[config.mk]
export PLATFORM = sky130hd
export DESIGN_NAME = hsp_top
export DESIGN_NICKNAME = d
export VERILOG_FILES = /design/src/design/hsp_top.v
export VERILOG_INCLUDE_DIRS = /design/src /design/src/pkg
export SDC_FILE = /design/constraint.sdc
export NUM_CORES = 1
export LEC_CHECK = 0
export BUFFER_PORTS_ARGS = -buffer_cell sky130_fd_sc_hd__buf_2
export CAP_MARGIN = 25
export CORE_ASPECT_RATIO = 0.6
export CORE_MARGIN = 3
export CORE_UTILIZATION = 50
export DETAILED_ROUTE_END_ITERATION = 12
export PLACE_DENSITY = 0.66
export REMOVE_ABC_BUFFERS = 1
export SETUP_SLACK_MARGIN = 0.5
export SKIP_CTS_REPAIR_TIMING = 1
export SLEW_MARGIN = 30
export SYNTH_ARGS = -nofsm -noshare
export SYNTH_HDL_FRONTEND = slang
export SYNTH_HIERARCHICAL = 1
export SYNTH_SLANG_ARGS = --single-unit
[constraint.sdc]
create_clock -name mclk -period 13.1 [get_ports mclk]
set_clock_uncertainty 0.15 [all_clocks]
set_input_delay 2.62 -clock mclk [delete_from_list [all_inputs] [get_ports mclk]]
set_output_delay 2.62 -clock mclk [all_outputs]
set_load 0.01 [all_outputs]
[src/pkg/hsp_regs.vh]
// register map, field positions and timing counts of the serial port block
// assumes inclusion by the design, checker and bench files; definitions only
`ifndef HSP_REGS_VH
`define HSP_REGS_VH
// register indices on the 4-bit address bus
`define HSP_ADDR_FIFO_STATUS 4'h0
`define HSP_ADDR_BYTE_PORT 4'h1
`define HSP_ADDR_CONTROL 4'h2
`define HSP_ADDR_TIMING 4'h3
`define HSP_ADDR_WATCHDOG 4'h4
// control register fields
`define HSP_CTRL_FILL_HI 3
`define HSP_CTRL_FILL_LO 2
`define HSP_CTRL_RESET 8'h00
// timing control register fields
`define HSP_TIM_IC_BIT 6
`define HSP_TIM_BRCK_BIT 4
`define HSP_TIM_TC_HI 3
`define HSP_TIM_TC_LO 0
`define HSP_TIM_RESET 8'h00
// fill select encodings
`define HSP_FILL_IDLE 2'b00
`define HSP_FILL_FLAGS 2'b01
`define HSP_FILL_TRANSP 2'b10
`define HSP_FILL_GOAHEAD 2'b11
// fill patterns sent when not transparent
`define HSP_PAT_IDLE 8'hFF
`define HSP_PAT_FLAG 8'h7E
`define HSP_PAT_GOAHEAD 8'h7F
// watchdog
`define HSP_WD_STAGES 11
`define HSP_WD_KEY 5'h0A
// fifo
`define HSP_FIFO_DEPTH 19
`define HSP_RX_NEAR_FULL 5'd15
`define HSP_TX_NEAR_EMPTY 5'd4
// level status update delays, in falling clock edges
`define HSP_LVL_DLY_2M 3'd2
`define HSP_LVL_DLY_4M 3'd4
// internal timing slot start within the frame, in bits
`define HSP_SLOT_START 8'd16
`endif

[src/design/hsp_top.v]
// serial port, transparent byte transfer, watchdog and fifo status of a framing controller
// assumes a byte-wide e-clock bus and serial pins all asynchronous to mclk (40 MHz)
`timescale 1ns/1ps
`include "hsp_regs.vh"

module hsp_fifo #(
  parameter W = 8,
  parameter D = 19,
  parameter AW = 5
) (
  input wire mclk,
  input wire rstn,
  input wire in_valid,
  output wire in_ready,
  input wire [W-1:0] in_data,
  output wire out_valid,
  input wire out_ready,
  output wire [W-1:0] out_data,
  output wire [AW-1:0] count
);
  reg [W-1:0] mem_ff [0:D-1];
  reg [AW-1:0] wr_ff;
  reg [AW-1:0] rd_ff;
  reg [AW-1:0] cnt_ff;
  wire do_wr;
  wire do_rd;

  assign in_ready = (cnt_ff != D[AW-1:0]);
  assign out_valid = (cnt_ff != {AW{1'b0}});
  assign out_data = mem_ff[rd_ff];
  assign count = cnt_ff;
  assign do_wr = in_valid & in_ready;
  assign do_rd = out_valid & out_ready;

  function [AW-1:0] bump;
    input [AW-1:0] p;
    begin
      bump = (p == D[AW-1:0] - 1'b1) ? {AW{1'b0}} : p + 1'b1;
    end
  endfunction

  always @(posedge mclk) begin
    if (!rstn) begin
      wr_ff <= {AW{1'b0}};
      rd_ff <= {AW{1'b0}};
      cnt_ff <= {AW{1'b0}};
    end else begin
      if (do_wr) begin
        wr_ff <= bump(wr_ff);
      end
      if (do_rd) begin
        rd_ff <= bump(rd_ff);
      end
      if (do_wr & ~do_rd) begin
        cnt_ff <= cnt_ff + 1'b1;
      end else if (do_rd & ~do_wr) begin
        cnt_ff <= cnt_ff - 1'b1;
      end
    end
  end

  // storage has no reset; only the pointers define contents
  always @(posedge mclk) begin
    if (do_wr) begin
      mem_ff[wr_ff] <= in_data;
    end
  end
endmodule

module hsp_top (
  input wire mclk,
  input wire rstn,
  input wire serial_bit_clock_in,
  input wire bus_clock_2m,
  input wire bus_clock_4m_n,
  input wire frame_pulse_n,
  input wire tx_section_enable_n,
  input wire rx_section_enable_n,
  input wire serial_data_in,
  output reg serial_data_out,
  output reg serial_data_out_oe,
  output reg watchdog_alarm_n,
  input wire bus_e,
  input wire bus_cs_n,
  input wire bus_rw,
  input wire [3:0] bus_addr,
  input wire [7:0] bus_data_in,
  output reg [7:0] bus_data_out,
  output reg bus_data_oe
);
  // two-flop synchronisers for every pin
  reg [9:0] sa_ff;
  reg [9:0] sb_ff;
  reg [9:0] prev_ff;
  reg [11:0] pa_ff;
  reg [11:0] pb_ff;
  wire s_ck = sb_ff[0];
  wire s_c2 = sb_ff[1];
  wire s_c4n = sb_ff[2];
  wire s_f0n = sb_ff[3];
  wire s_txen_n = sb_ff[4];
  wire s_rxen_n = sb_ff[5];
  wire s_sdi = sb_ff[6];
  wire s_e = sb_ff[7];
  wire s_cs_n = sb_ff[8];
  wire s_rw = sb_ff[9];
  wire [3:0] s_addr = pb_ff[11:8];
  wire [7:0] s_data = pb_ff[7:0];

  always @(posedge mclk) begin
    if (!rstn) begin
      // reset to the idle level of every pin so no false edge follows reset
      sa_ff <= 10'h33C;
      sb_ff <= 10'h33C;
      prev_ff <= 10'h33C;
      pa_ff <= 12'h000;
      pb_ff <= 12'h000;
    end else begin
      sa_ff <= {bus_rw, bus_cs_n, bus_e, serial_data_in, rx_section_enable_n, tx_section_enable_n,
                frame_pulse_n, bus_clock_4m_n, bus_clock_2m, serial_bit_clock_in};
      sb_ff <= sa_ff;
      prev_ff <= sb_ff;
      pa_ff <= {bus_addr, bus_data_in};
      pb_ff <= pa_ff;
    end
  end

  wire ck_rise = s_ck & ~prev_ff[0];
  wire ck_fall = ~s_ck & prev_ff[0];
  wire c2_rise = s_c2 & ~prev_ff[1];
  wire c2_fall = ~s_c2 & prev_ff[1];
  wire c4_rise = ~s_c4n & prev_ff[2];
  wire c4_fall = s_c4n & ~prev_ff[2];
  wire f0_fall = ~s_f0n & prev_ff[3];
  wire e_fall = ~s_e & prev_ff[7];

  // registers
  reg [7:0] ctrl_ff;
  reg [7:0] timing_ff;
  wire [1:0] fill_select = ctrl_ff[`HSP_CTRL_FILL_HI:`HSP_CTRL_FILL_LO];
  wire ic = timing_ff[`HSP_TIM_IC_BIT];
  wire brck = timing_ff[`HSP_TIM_BRCK_BIT];
  wire [3:0] timeslot_width_bits = timing_ff[`HSP_TIM_TC_HI:`HSP_TIM_TC_LO];

  // slot width in bits; code 0 and codes above 8 mean a full byte
  function [3:0] slot_bits;
    input [3:0] tc;
    begin
      slot_bits = (tc == 4'h0 || tc > 4'h8) ? 4'h8 : tc;
    end
  endfunction

  function [1:0] rx_level;
    input [4:0] n;
    begin
      if (n == 5'd0) begin
        rx_level = 2'b00;
      end else if (n == `HSP_FIFO_DEPTH) begin
        rx_level = 2'b10;
      end else if (n >= `HSP_RX_NEAR_FULL) begin
        rx_level = 2'b11;
      end else begin
        rx_level = 2'b01;
      end
    end
  endfunction

  function [1:0] tx_level;
    input [4:0] n;
    begin
      if (n == `HSP_FIFO_DEPTH) begin
        tx_level = 2'b00;
      end else if (n == 5'd0) begin
        tx_level = 2'b10;
      end else if (n <= `HSP_TX_NEAR_EMPTY) begin
        tx_level = 2'b11;
      end else begin
        tx_level = 2'b01;
      end
    end
  endfunction

  wire [3:0] width = ic ? slot_bits(timeslot_width_bits) : 4'h8;
  wire xpar = (fill_select == `HSP_FILL_TRANSP) && !(ic && width == 4'h1);

  // bit clock selection; 4 MHz internal mode halves the clock
  reg div_ff;
  always @(posedge mclk) begin
    if (!rstn) begin
      div_ff <= 1'b0;
    end else if (ic && !brck && c4_rise) begin
      div_ff <= ~div_ff;
    end
  end
  wire tx_edge = ic ? (brck ? c2_rise : (c4_rise & div_ff)) : ck_rise;
  wire rx_edge = ic ? (brck ? c2_fall : (c4_rise & ~div_ff)) : ck_fall;
  wire lvl_edge = ic ? (brck ? c2_fall : c4_fall) : ck_fall;
  wire [2:0] lvl_dly = (ic && !brck) ? `HSP_LVL_DLY_4M : `HSP_LVL_DLY_2M;

  // internal timing slot window
  reg [7:0] frame_bit_ff;
  always @(posedge mclk) begin
    if (!rstn) begin
      frame_bit_ff <= 8'h00;
    end else if (f0_fall) begin
      frame_bit_ff <= 8'h00;
    end else if (tx_edge) begin
      frame_bit_ff <= frame_bit_ff + 8'h01;
    end
  end
  wire in_slot = (frame_bit_ff >= `HSP_SLOT_START) && (frame_bit_ff < `HSP_SLOT_START + {4'h0, width});
  // enables read only at the bit boundary, so mid-bit changes wait for the next bit
  wire tx_en_now = ic ? in_slot : ~s_txen_n;
  wire rx_en_now = ic ? in_slot : ~s_rxen_n;

  // bus access decode on the falling edge of e
  wire access = e_fall & ~s_cs_n;
  wire wr_acc = access & ~s_rw;
  wire rd_pop = access & s_rw & (s_addr == `HSP_ADDR_BYTE_PORT);
  wire wd_clear = wr_acc & (s_addr == `HSP_ADDR_WATCHDOG) & (s_data[4:0] == `HSP_WD_KEY);

  always @(posedge mclk) begin
    if (!rstn) begin
      ctrl_ff <= `HSP_CTRL_RESET;
      timing_ff <= `HSP_TIM_RESET;
    end else if (wr_acc) begin
      if (s_addr == `HSP_ADDR_CONTROL) begin
        ctrl_ff <= s_data;
      end
      if (s_addr == `HSP_ADDR_TIMING) begin
        timing_ff <= s_data;
      end
    end
  end

  // fifos
  wire tx_in_ready;
  wire tx_out_valid;
  wire [7:0] tx_head;
  wire [4:0] tx_count;
  wire rx_in_ready;
  wire rx_out_valid;
  wire [7:0] rx_head;
  wire [4:0] rx_count;
  wire tx_push = wr_acc & (s_addr == `HSP_ADDR_BYTE_PORT);
  reg tx_pop;
  reg rx_push;
  reg [7:0] rx_byte;

  hsp_fifo #(.W(8), .D(`HSP_FIFO_DEPTH), .AW(5)) u_tx_fifo (
    .mclk(mclk),
    .rstn(rstn),
    .in_valid(tx_push),
    .in_ready(tx_in_ready),
    .in_data(s_data),
    .out_valid(tx_out_valid),
    .out_ready(tx_pop),
    .out_data(tx_head),
    .count(tx_count)
  );

  hsp_fifo #(.W(8), .D(`HSP_FIFO_DEPTH), .AW(5)) u_rx_fifo (
    .mclk(mclk),
    .rstn(rstn),
    .in_valid(rx_push),
    .in_ready(rx_in_ready),
    .in_data(rx_byte),
    .out_valid(rx_out_valid),
    .out_ready(rd_pop),
    .out_data(rx_head),
    .count(rx_count)
  );

  // transmit shifter
  reg [7:0] cur_ff;
  reg [7:0] last_ff;
  reg [2:0] tidx_ff;
  reg [7:0] pattern;
  always @* begin
    case (fill_select)
      `HSP_FILL_FLAGS: pattern = `HSP_PAT_FLAG;
      `HSP_FILL_GOAHEAD: pattern = `HSP_PAT_GOAHEAD;
      default: pattern = `HSP_PAT_IDLE;
    endcase
  end
  wire tx_last_bit = ({1'b0, tidx_ff} == width - 4'h1);

  always @* begin
    tx_pop = tx_edge & tx_en_now & tx_last_bit & xpar & tx_out_valid;
  end

  always @(posedge mclk) begin
    if (!rstn) begin
      cur_ff <= `HSP_PAT_IDLE;
      last_ff <= `HSP_PAT_IDLE;
      tidx_ff <= 3'd0;
      serial_data_out <= 1'b1;
      serial_data_out_oe <= 1'b0;
    end else if (tx_edge) begin
      if (tx_en_now) begin
        serial_data_out <= cur_ff[tidx_ff];
        serial_data_out_oe <= 1'b1;
        if (tx_last_bit) begin
          tidx_ff <= 3'd0;
          if (!xpar) begin
            cur_ff <= pattern;
          end else if (tx_out_valid) begin
            cur_ff <= tx_head;
            last_ff <= tx_head;
          end else begin
            cur_ff <= last_ff;
          end
        end else begin
          tidx_ff <= tidx_ff + 3'd1;
        end
      end else begin
        serial_data_out_oe <= 1'b0;
      end
    end
  end

  // receive shifter; right shift leaves a short slot in the upper bits
  reg rx_act_ff;
  reg [7:0] rsh_ff;
  reg [2:0] ridx_ff;
  wire [7:0] rsh_next = {s_sdi, rsh_ff[7:1]};
  wire rx_last_bit = ({1'b0, ridx_ff} == width - 4'h1);

  always @* begin
    rx_byte = rsh_next;
    rx_push = rx_edge & rx_act_ff & rx_last_bit & xpar;
  end

  always @(posedge mclk) begin
    if (!rstn) begin
      rx_act_ff <= 1'b0;
      rsh_ff <= 8'h00;
      ridx_ff <= 3'd0;
    end else begin
      if (tx_edge) begin
        rx_act_ff <= rx_en_now;
      end
      if (rx_edge && rx_act_ff) begin
        if (rx_last_bit) begin
          rsh_ff <= 8'h00;
          ridx_ff <= 3'd0;
        end else begin
          rsh_ff <= rsh_next;
          ridx_ff <= ridx_ff + 3'd1;
        end
      end
    end
  end

  // level snapshots lag each fifo access by a few clock falls so software never sees a torn count
  reg [2:0] rx_pend_ff;
  reg [2:0] tx_pend_ff;
  reg [1:0] rx_lvl_ff;
  reg [1:0] tx_lvl_ff;
  wire rx_touch = rd_pop | (rx_push & rx_in_ready);
  wire tx_touch = (tx_push & tx_in_ready) | tx_pop;

  always @(posedge mclk) begin
    if (!rstn) begin
      rx_pend_ff <= 3'd0;
      tx_pend_ff <= 3'd0;
      rx_lvl_ff <= 2'b00;
      tx_lvl_ff <= 2'b10;
    end else begin
      if (rx_touch) begin
        rx_pend_ff <= lvl_dly;
      end else if (lvl_edge && rx_pend_ff != 3'd0) begin
        rx_pend_ff <= rx_pend_ff - 3'd1;
      end
      if (tx_touch) begin
        tx_pend_ff <= lvl_dly;
      end else if (lvl_edge && tx_pend_ff != 3'd0) begin
        tx_pend_ff <= tx_pend_ff - 3'd1;
      end
      if (rx_pend_ff == 3'd0 && !rx_touch) begin
        rx_lvl_ff <= rx_level(rx_count);
      end
      if (tx_pend_ff == 3'd0 && !tx_touch) begin
        tx_lvl_ff <= tx_level(tx_count);
      end
    end
  end

  // watchdog; a clear in the same cycle as a frame pulse wins
  reg [`HSP_WD_STAGES-1:0] wd_ff;
  always @(posedge mclk) begin
    if (!rstn) begin
      wd_ff <= {`HSP_WD_STAGES{1'b0}};
      watchdog_alarm_n <= 1'b1;
    end else begin
      if (wd_clear) begin
        wd_ff <= {`HSP_WD_STAGES{1'b0}};
      end else if (f0_fall) begin
        wd_ff <= wd_ff + 1'b1;
      end
      watchdog_alarm_n <= ~wd_ff[`HSP_WD_STAGES-1];
    end
  end

  // read data; byte status is always packet byte since framing is bypassed here
  reg [7:0] rd_mux;
  always @* begin
    case (s_addr)
      `HSP_ADDR_FIFO_STATUS: rd_mux = {2'b00, rx_lvl_ff, tx_lvl_ff, 2'b00};
      `HSP_ADDR_BYTE_PORT: rd_mux = rx_head;
      `HSP_ADDR_CONTROL: rd_mux = ctrl_ff;
      `HSP_ADDR_TIMING: rd_mux = timing_ff;
      default: rd_mux = 8'h00;
    endcase
  end

  always @(posedge mclk) begin
    if (!rstn) begin
      bus_data_out <= 8'h00;
      bus_data_oe <= 1'b0;
    end else begin
      bus_data_oe <= s_e & ~s_cs_n & s_rw;
      if (s_e && !s_cs_n && s_rw) begin
        bus_data_out <= rd_mux;
      end
    end
  end
endmodule

==> flow_metrics.py, run 1 <==
metrics = {
    "run_status": {
        "outcome": "finished, final reports clean",
    },
    "die": {
        "coreArea_um2": 38300,
        "pin_count": 36,
        "placement_rows": 55,
        "die_h_um": 160,
        "die-area_um2": 42000,
        "start_util_pct": 51.5,
        "die_x_um": 262,
    },
    "route": {
        "dr.first_iter.drc_count": 1088,
        "routed_wl_um": 43000,
        "viasPerCell": 5.84,
        "vias": 11400,
        "ant_nets": 0,
        "post_drt_wl_per_cell_um": 22.1,
        "first_pass_iters": 5,
        "drc": 0,
    },
    "cts": {
        "cts_buffers": 44,
        "clk_latency_ps": 570,
        "cts_root_buffer": "clkbuf_16",
        "clock-sinks": 481,
        "cts_tree": "yes",
        "htreeDepth": 2,
        "ctsLongestPathBuffers": 3,
        "cts.clk_slew.worst_paths_ps": 60,
    },
    "power_and_ir_drop": {
        "p_comb_share_pct": 1.0,
        "vdd_ir_drop_max_uv": 95.4,
        "p_int_mw": 2.37,
        "pwr-share-seq_pct": 54.5,
        "p_per_area_nw_per_um2": 136,
        "switching_power_uw": 593,
        "switching_share_pct": 20.0,
        "leakage_nw": 7.70,
        "p_clk_share_pct": 44.4,
        "total_power_mw": 2.96,
    },
    "setup_path": {
        "critical_path_peak_fanout": 15,
        "crit_type": "reg2reg",
        "arrival_ps": 5610,
        "endpoint_kind": "flop",
        "critical_path_required_ps": 13440,
        "startpoint_type": "flop",
    },
    "global_routing": {
        "use_met2_pct": 27.1,
        "grt_max_degree": 68,
        "grt_pass1_vias": 11000,
        "grt.total_usage_pct": 20.6,
        "grtUsageMet1_pct": 34.1,
        "overflow": 0,
        "grt-busiest-layer": "met1",
        "antenna_found_initial": 0,
        "use_met3_pct": 5.13,
        "grt_first_pass_wirelength_um": 66400,
    },
    "sta": {
        "period_share_pct": 40.2,
        "fmax_mhz": 190,
        "slew_violations": 0,
        "setup_viol": 0,
        "hold_ws_ps": 263,
        "worstMarginPinSlew_ps": 995,
        "hold_viol": 0,
        "period_needed_ps": 5270,
        "rsz0062_at_grt": "no",
        "fin_setup_tns_ps": 0,
        "max_slew_margin_pct": 33.4,
    },
    "run": {
        "cap_violations": 0,
    },
    "cells_and_area": {
        "area_growth_pct": 10.6,
        "drive_above_1_share_pct": 14.9,
        "fillers": 3042,
        "final-seq-area_um2": 12700,
        "fin_nets": 1455,
        "multi_input_area_um2": 6620,
    },
    "placed_design": {
        "hpwl_um": 28500,
        "gp_congestion": 0.844,
        "port_buffers": 35,
    },
    "synth": {
        "ys_warn_count": 6,
        "syn_area_per_cell_um2": 14.4,
        "synthCells": 1366,
        "synth_area_um2": 19700,
    },
    "hold_path": {
        "worstHoldPathType": "reg2reg",
    },
}
[area by class of cell]
cell class                      instances  share of cell area [%]
Multi-Input combinational cell        787                    30.3
Inverter                               32                   0.556
Antenna cell                            1                  0.0115
Clock buffer                           49                    5.23
Timing Repair Buffer                   49                    1.27
Sequential cell                       481                    58.1
Clock inverter                         33                    1.57
Tap cell                              513                    2.94
[stage by stage]
stage	instances	setup WS (ps)	utilization [%]	cell area, um^2
detailed placement	1861	8010	53.0	20300
floorplan	1300	8880	-	19400
finish	1945	7830	56.9	21800
global route	1944	7390	56.9	21800
CTS	1943	7940	56.9	21800
global placement	1861	8220	53.0	20300
[metal layers]
layer	vias to the layer above	part of all wire, %
met4	0	1.4
met1	5679	51
li1	5213	-
met3	54	8.8
met2	418	39
met5	-	0
[flip-flops by register name, summed over array words and instances, names as in the netlist, 5 cells and up, named ones only]
name	count
sb_ff	10
sa_ff	10
timing_ff	8
rsh_ff	7
wd_ff	11
u_tx_fifo/rd_ff	5
frame_bit_ff	8
u_rx_fifo/rd_ff	5
u_rx_fifo/wr_ff	5
prev_ff	5
ctrl_ff	8
u_rx_fifo/count	5
u_tx_fifo/count	5
pa_ff	12
bus_data_out	8
u_tx_fifo/wr_ff	5
last_ff	8
u_rx_fifo/mem_ff	152
cur_ff	8
u_tx_fifo/mem_ff	152
pb_ff	12
[power by group through the flow]
stage / logic (mW) / registers [mW] / clock network [mW]
2_1_floorplan: 0.0142 / 1.64 / 0
3_3_place_gp: 0.0306 / 1.65 / 0
3_5_place_dp: 0.0309 / 1.65 / 0
4_1_cts: 0.0311 / 1.62 / 1.35
5_1_grt: 0.0345 / 1.62 / 1.41
6_report: 0.0310 / 1.62 / 1.32
[critical path: stages (launching register included)]
cell and delay (ps):
dfxtp_1 660, inv_1 200, nor2_1 170, nand2_1 130
ha_1 220, and4bb_2 240, a21oi_1 570, nand2_1 190
nor4_1 660, o21ai_1 390, ha_1 330, inv_1 160
ha_1 300, a21o_1 190, a21oi_1 200, mux2i_1 270
mux2i_1 200
[placed cells by master (no fill, tap or decap), types with 6 or more instances in the layout]
master,instances
edfxtp_1,304
dfxtp_1,172
nor2_1,125
mux2i_1,78
nand2_1,56
clkbuf_16,45
mux4_2,42
and2_1,41
o21ai_0,39
buf_2,35
ha_1,34
inv_1,31
nand3_1,30
xnor2_1,28
mux4_1,28
nand2b_1,26
xor2_1,24
a22oi_1,24
mux2_2,22
o21ai_1,20
a21oi_1,18
and3_1,15
o211ai_1,15
buf_4,13
clkinv_2,11
nor2b_1,9
or3_1,8
or2_2,8
nor3_1,7
a211oi_1,6
a211o_1,6
bufinv_16,6
[path summary, 6_finish.rpt]
path	start	depth (start not counted)	end	slack (ps)
worst min-delay path	sa_ff[8]	1	sb_ff[8]	260
worst min register to register	sa_ff[8]	1	sb_ff[8]	260
worst max register to register	timing_ff[6]	16	u_tx_fifo/count[4]	7830
worst max-delay path	timing_ff[6]	16	u_tx_fifo/count[4]	7830
No activity file was read; power rests on OpenSTA's default activity.
==> run 2, diff against run 1 <==
--- a/config.mk
+++ b/config.mk
@@ -12,7 +12,7 @@
 export CORE_MARGIN = 3
 export CORE_UTILIZATION = 50
 export DETAILED_ROUTE_END_ITERATION = 12
-export PLACE_DENSITY = 0.66
+export PLACE_DENSITY = 0.68
 export REMOVE_ABC_BUFFERS = 1
 export SETUP_SLACK_MARGIN = 0.5
 export SKIP_CTS_REPAIR_TIMING = 1
==> constraint.sdc (replaced) <==
create_clock -name mclk -period 4.62 [get_ports mclk]
set_clock_uncertainty 0.15 [all_clocks]
set_input_delay 0.924 -clock mclk [delete_from_list [all_inputs] [get_ports mclk]]
set_output_delay 0.924 -clock mclk [all_outputs]
set_load 0.01 [all_outputs]
==> flow_metrics.py, run 2 (same netlist as run 1, synthesis figures left out) <==
metrics = {
    "sta": {
        "period_needed_ps": 3890,
        "max_slew_margin_pct": 33.9,
        "worstMarginPinSlew_ps": 991,
        "rsz0062_at_grt": "yes",
        "setup_viol": 0,
        "slew_violations": 0,
        "fmax_mhz": 257,
        "fin_ws_ps": 727,
        "period_share_pct": 84.3,
        "fin_setup_tns_ps": 0,
        "hold_viol": 0,
    },
    "global_routing": {
        "grt_first_pass_wirelength_um": 67300,
        "grt.total_usage_pct": 20.9,
        "grt_max_degree": 69,
        "overflow": 0,
        "antenna_found_initial": 0,
        "grt_pass1_vias": 11000,
    },
    "hold_path": {
        "holdPathEnd": "watchdog_alarm_n",
        "worstHoldPathType": "reg2reg",
        "whs_path_depth": 1,
        "hold_start": "wd_ff[10]",
    },
    "setup_path": {
        "reg2reg_from": "timing_ff[0]",
        "r2r_slack_ps": 730,
        "reg2reg_depth": 16,
        "r2r_end": "u_tx_fifo/count[4]",
        "critPathSlowestCell": "dfxtp_1",
        "crit_chain": "or2_2 -> o21a_1 -> ha_1 -> nor4b_2 -> and4_1 -> a21oi_2 -> nor4_4 -> buf_4 -> o21ai_2 -> ha_2 -> inv_2 -> ha_1 -> a21o_1 -> a21oi_1 -> mux2i_1 -> mux2i_1",
        "endpoint_kind": "flop",
        "critical_path_peak_fanout": 5,
        "crit_family": "simple AND/OR/NAND/NOR gates",
        "critPathBufInv": 2,
        "cp-startpoint": "timing_ff[0]",
        "startpoint_type": "flop",
        "max_stage_delay_ps": 370,
        "crit_type": "reg2reg",
        "critical_path_required_ps": 4960,
        "arrival_ps": 4240,
    },
    "cts": {
        "cts_root_buffer": "clkbuf_16",
        "cts_buffers": 45,
        "ctsLongestPathBuffers": 3,
        "htreeDepth": 2,
        "clock-sinks": 481,
        "cts_tree": "yes",
        "clk_latency_ps": 570,
        "cts.clk_slew.worst_paths_ps": 60,
    },
    "placed_design": {
        "postPlaceCellArea_um2": 20500,
        "place_ws_ps": 300,
        "hpwl_um": 30100,
        "gp_congestion": 0.822,
        "port_buffers": 35,
        "dp.cells": 1887,
    },
    "die": {
        "die_h_um": 160,
        "pin_count": 36,
        "die_x_um": 262,
        "placement_rows": 55,
        "coreArea_um2": 38300,
        "start_util_pct": 51.5,
        "die-area_um2": 42000,
    },
    "cells_and_area": {
        "finish.utilization_pct": 57.5,
        "mostFrequentLayoutCells": "edfxtp_1, dfxtp_1, nor2_1",
        "largest_registers": "u_rx_fifo/mem_ff x152, u_tx_fifo/mem_ff x152",
        "area_growth_pct": 11.7,
        "final_cells": 1970,
        "fillers": 3015,
        "drive_above_1_share_pct": 17.0,
        "final_area_um2": 22000,
        "n_antenna_cell": 0,
        "layout_commonest_cell": "edfxtp_1",
        "fin_nets": 1482,
    },
    "power_and_ir_drop": {
        "vdd_ir_drop_max_uv": 246,
        "leakage_nw": 7.96,
        "p_per_area_nw_per_um2": 377,
    },
    "route": {
        "met2_length_um": 17400,
        "vias": 11500,
        "post_drt_wl_per_cell_um": 22.5,
        "drc": 0,
        "routed_wl_um": 44300,
        "route.met3.wl_um": 4140,
        "viasPerCell": 5.85,
        "top_layer_used": "met4",
        "first_pass_iters": 5,
        "dr.first_iter.drc_count": 1159,
        "met1_length_um": 22100,
        "ant_nets": 0,
    },
    "run": {
        "cap_violations": 0,
    },
    "run_status": {
        "outcome": "finished, final reports clean",
    },
}
[run 2: cell count changes in the layout (fill, tap and decap cells not counted), moves of 2 or more]
cell,change
a21oi_1,-2
a21oi_2,+2
clkinvlp_4,+3
ha_1,-2
clkinv_4,-3
clkbuf_1,+5
bufinv_16,-3
buf_4,+28
clkbuf_16,+2
nor2_2,-2
clkinv_2,-2
nor2_1,+2
ha_2,+2
[run 2: metal layers]
metal | vias up | global-route usage (%)
met5 | - | 0
met4 | 0 | 3.57
met3 | 53 | 5.67
met2 | 412 | 27.4
met1 | 5813 | 34.7
li1 | 5254 | -
[run 2: layout make-up]
type / instances / area, um^2 / share of cell area, %
clock buffers: 56 / 1210 / 5.49
clock inverters: 26 / 235 / 1.07
inverters: 32 / 121 / 0.551
multi-input cells: 787 / 6680 / 30.3
flip-flops and latches: 481 / 12700 / 57.5
well taps: 513 / 642 / 2.91
repair buffers: 75 / 478 / 2.17
[run 2: stage by stage]
stage | power (mW) | hold WS, ps
6_report | 8.31 | 251
5_1_grt | 8.57 | 273
4_1_cts | 8.40 | 252
3_5_place_dp | 4.76 | 232
3_3_place_gp | 4.76 | 233
2_1_floorplan | 4.70 | 220
[run 2: worst max-delay path by stage]
stage / endpoint / slack [ps] / depth (start not counted)
5_1_grt: u_tx_fifo/count[4] / 490 / 17
6_report: u_tx_fifo/count[4] / 730 / 16
2_1_floorplan: u_tx_fifo/count[4] / 400 / 16
4_1_cts: u_tx_fifo/count[4] / 260 / 17
3_5_place_dp: u_tx_fifo/count[4] / 300 / 17
3_3_place_gp: u_tx_fifo/count[4] / 390 / 17
[run 2: worst reg2reg max path, delay by kind of cell (launching register included)]
family / cells / cell delay, ps
compound gates: 5 / 750
fa+ha+maj: 3 / 680
buf+inv: 2 / 280
flops: 1 / 370
mux: 2 / 420
simple gates: 4 / 1200
[run 2: power breakdown]
| part | internal [mW] | switching [mW] |
|---|---|---|
| Sequential | 4.55 | 0.0279 |
| Clock | 2.04 | 1.59 |
| Combinational | 0.0331 | 0.0576 |
| Total | 6.63 | 1.68 |
==> run 3, diff against run 2 <==
--- a/config.mk
+++ b/config.mk
@@ -6,13 +6,14 @@
 export SDC_FILE = /design/constraint.sdc
 export NUM_CORES = 1
 export LEC_CHECK = 0
+export ABC_AREA = 1
 export BUFFER_PORTS_ARGS = -buffer_cell sky130_fd_sc_hd__buf_2
 export CAP_MARGIN = 25
 export CORE_ASPECT_RATIO = 0.6
 export CORE_MARGIN = 3
 export CORE_UTILIZATION = 50
 export DETAILED_ROUTE_END_ITERATION = 12
-export PLACE_DENSITY = 0.68
+export PLACE_DENSITY = 0.66
 export REMOVE_ABC_BUFFERS = 1
 export SETUP_SLACK_MARGIN = 0.5
 export SKIP_CTS_REPAIR_TIMING = 1
==> constraint.sdc (replaced) <==
create_clock -name mclk -period 3.66 [get_ports mclk]
set_clock_uncertainty 0.15 [all_clocks]
set_input_delay 0.732 -clock mclk [delete_from_list [all_inputs] [get_ports mclk]]
set_output_delay 0.732 -clock mclk [all_outputs]
set_load 0.01 [all_outputs]
==> flow_metrics.py, run 3 <==
metrics = {
    "setup_path": {
        "endpoint_kind": "flop",
        "crit_chain": "inv_2 -> nand2_2 -> a21oi_2 -> ha_1 -> nand2_1 -> nand3_1 -> nor4_2 -> nand2_1 -> nand2_2 -> nand2_4 -> nor2_4 -> nand3_4 -> inv_2 -> nand2_4 -> ha_4 -> inv_6 -> ha_4 -> a21oi_1 -> nand2_1 -> xor2_1 -> nand2_1 -> a21oi_2",
        "critPathSlowestCell": "dfxtp_2",
        "max_stage_delay_ps": 340,
        "crit_type": "reg2reg",
        "critical_path_required_ps": 3990,
        "startpoint_type": "flop",
        "arrival_ps": 3500,
        "crit_path_frequent_cell": "nand2_1",
        "critical_path_peak_fanout": 6,
    },
    "sta": {
        "slew_violations": 0,
        "fin_setup_tns_ps": 0,
        "period_share_pct": 86.6,
        "fmax_mhz": 315,
        "worstMarginPinSlew_ps": 971,
        "hold_viol": 0,
        "fin_ws_ps": 489,
        "max_slew_margin_pct": 35.1,
        "rsz0062_at_grt": "yes",
        "period_needed_ps": 3170,
        "setup_viol": 0,
    },
    "cts": {
        "cts_tree": "yes",
        "clk_latency_ps": 550,
        "cts_buffers": 45,
        "clock-sinks": 481,
        "cts.clk_slew.worst_paths_ps": 60,
        "htreeDepth": 2,
        "cts_root_buffer": "clkbuf_16",
        "ctsLongestPathBuffers": 3,
    },
    "cells_and_area": {
        "largest_registers": "u_rx_fifo/mem_ff x152, u_tx_fifo/mem_ff x152",
        "drive_above_1_share_pct": 12.8,
        "mostFrequentLayoutCells": "nand2_1, inv_1, edfxtp_1",
        "n_antenna_cell": 0,
        "fillers": 3515,
        "layout_commonest_cell": "nand2_1",
        "final_cells": 2915,
        "area_growth_pct": 12.4,
        "fin_nets": 2381,
        "finish.utilization_pct": 57.7,
    },
    "die": {
        "coreArea_um2": 41000,
        "die_x_um": 271,
        "placement_rows": 57,
        "die-area_um2": 44700,
        "pin_count": 36,
        "die_h_um": 165,
        "start_util_pct": 51.3,
    },
    "synth": {
        "synthCells": 2248,
        "synth_top_area_share_pct": 43.4,
        "ys_async_sr_fraction_pct": 0,
        "seq_area_frac_synth_pct": 60.2,
        "synth_top_cell_by_area": "edfxtp_1",
        "synth_area_um2": 21000,
        "synth.most_common_cell": "nand2_1",
        "syn_area_per_cell_um2": 9.36,
        "yosys-top-cells-area": "edfxtp_1, dfxtp_1, nand2_1",
        "ys_seq_elements": 481,
        "ys.flop_type": "edfxtp_1",
        "ys_top_cells_by_count": "nand2_1, inv_1, edfxtp_1",
        "post_synth_num_cell_types": 56,
        "synth_edf_count": 304,
        "ys_warn_count": 6,
    },
    "global_routing": {
        "grt_pass1_vias": 14200,
        "overflow": 0,
        "grt_max_degree": 73,
        "antenna_found_initial": 3,
        "grt.total_usage_pct": 23.2,
        "grt_first_pass_wirelength_um": 80100,
    },
    "placed_design": {
        "gp_congestion": 0.868,
        "dp.cells": 2815,
        "place_ws_ps": 44.1,
        "port_buffers": 35,
        "hpwl_um": 34900,
    },
    "route": {
        "post_drt_wl_per_cell_um": 17.9,
        "ant_nets": 0,
        "drc": 0,
        "viasPerCell": 5.26,
        "vias": 15300,
        "first_pass_iters": 6,
        "routed_wl_um": 52300,
        "dr.first_iter.drc_count": 1665,
    },
    "run_status": {
        "outcome": "finished, final reports clean",
    },
    "hold_path": {
        "worstHoldPathType": "in2reg",
    },
    "power_and_ir_drop": {
        "leakage_nw": 10.1,
        "p_per_area_nw_per_um2": 444,
        "total_power_mw": 10.5,
        "vdd_ir_drop_max_uv": 280,
    },
    "run": {
        "cap_violations": 0,
    },
}
==> run 3: path summary, 6_finish.rpt <==
path | cells past startpoint | slack (ps) | to | from
min reg2reg | 1 | 250 | watchdog_alarm_n | wd_ff[10]
max | 22 | 490 | u_tx_fifo/count[4] | timing_ff[3]
min | 3 | 210 | sa_ff[1] | bus_clock_2m
max reg2reg | 22 | 490 | u_tx_fifo/count[4] | timing_ff[3]
==> run 3: kinds of logic after synthesis <==
logic type | count (synthesis) | synth area share (%)
buffers and inverters | 436 | 8.99
AND/OR/NAND/NOR | 1109 | 23.1
AO/OA/AOI/OAI | 160 | 4.42
flip-flops | 481 | 60.2
XOR/XNOR | 26 | 1.08
adder cells (fa/ha/maj) | 36 | 2.21
==> run 3: area by class of cell <==
cell class	instances	area (um^2)	area share, %
clock buffers	70	1320	5.58
flip-flops and latches	481	12700	53.6
multi-input cells	1331	6740	28.5
well taps	560	701	2.96
inverters	358	1370	5.80
clock inverters	11	106	0.449
repair buffers	104	728	3.08
==> run 3: routing by layer <==
metal	vias up	track usage (%)	part of all wire [%]	wire (um)
li1	7421	-	-	-
met2	586	30.9	39	20200
met4	0	4.65	1.3	692
met5	-	0	0	0
met3	52	7.10	12	6020
met1	7288	36.7	48	25300
==> run 3: worst max-delay path, delay by kind of cell (launching register included) <==
kind	cells	cell delay [ps]
xor+xnor	1	140
simple gates	12	1170
buf+inv	3	220
compound gates	3	410
flops	1	340
fa+ha+maj	3	670
==> run 3: through the flow <==
step	hold slack, ps	cell area (um^2)
2_1_floorplan	220	20500
6_report	213	23700
4_1_cts	184	23200
5_1_grt	197	23700
3_5_place_dp	243	21800
3_3_place_gp	234	21800
==> run 3: power by group <==
part,switching [mW],internal [mW],total [mW]
clock network,1.97,2.62,4.59
registers,0.0308,5.75,5.78
logic,0.101,0.0437,0.145
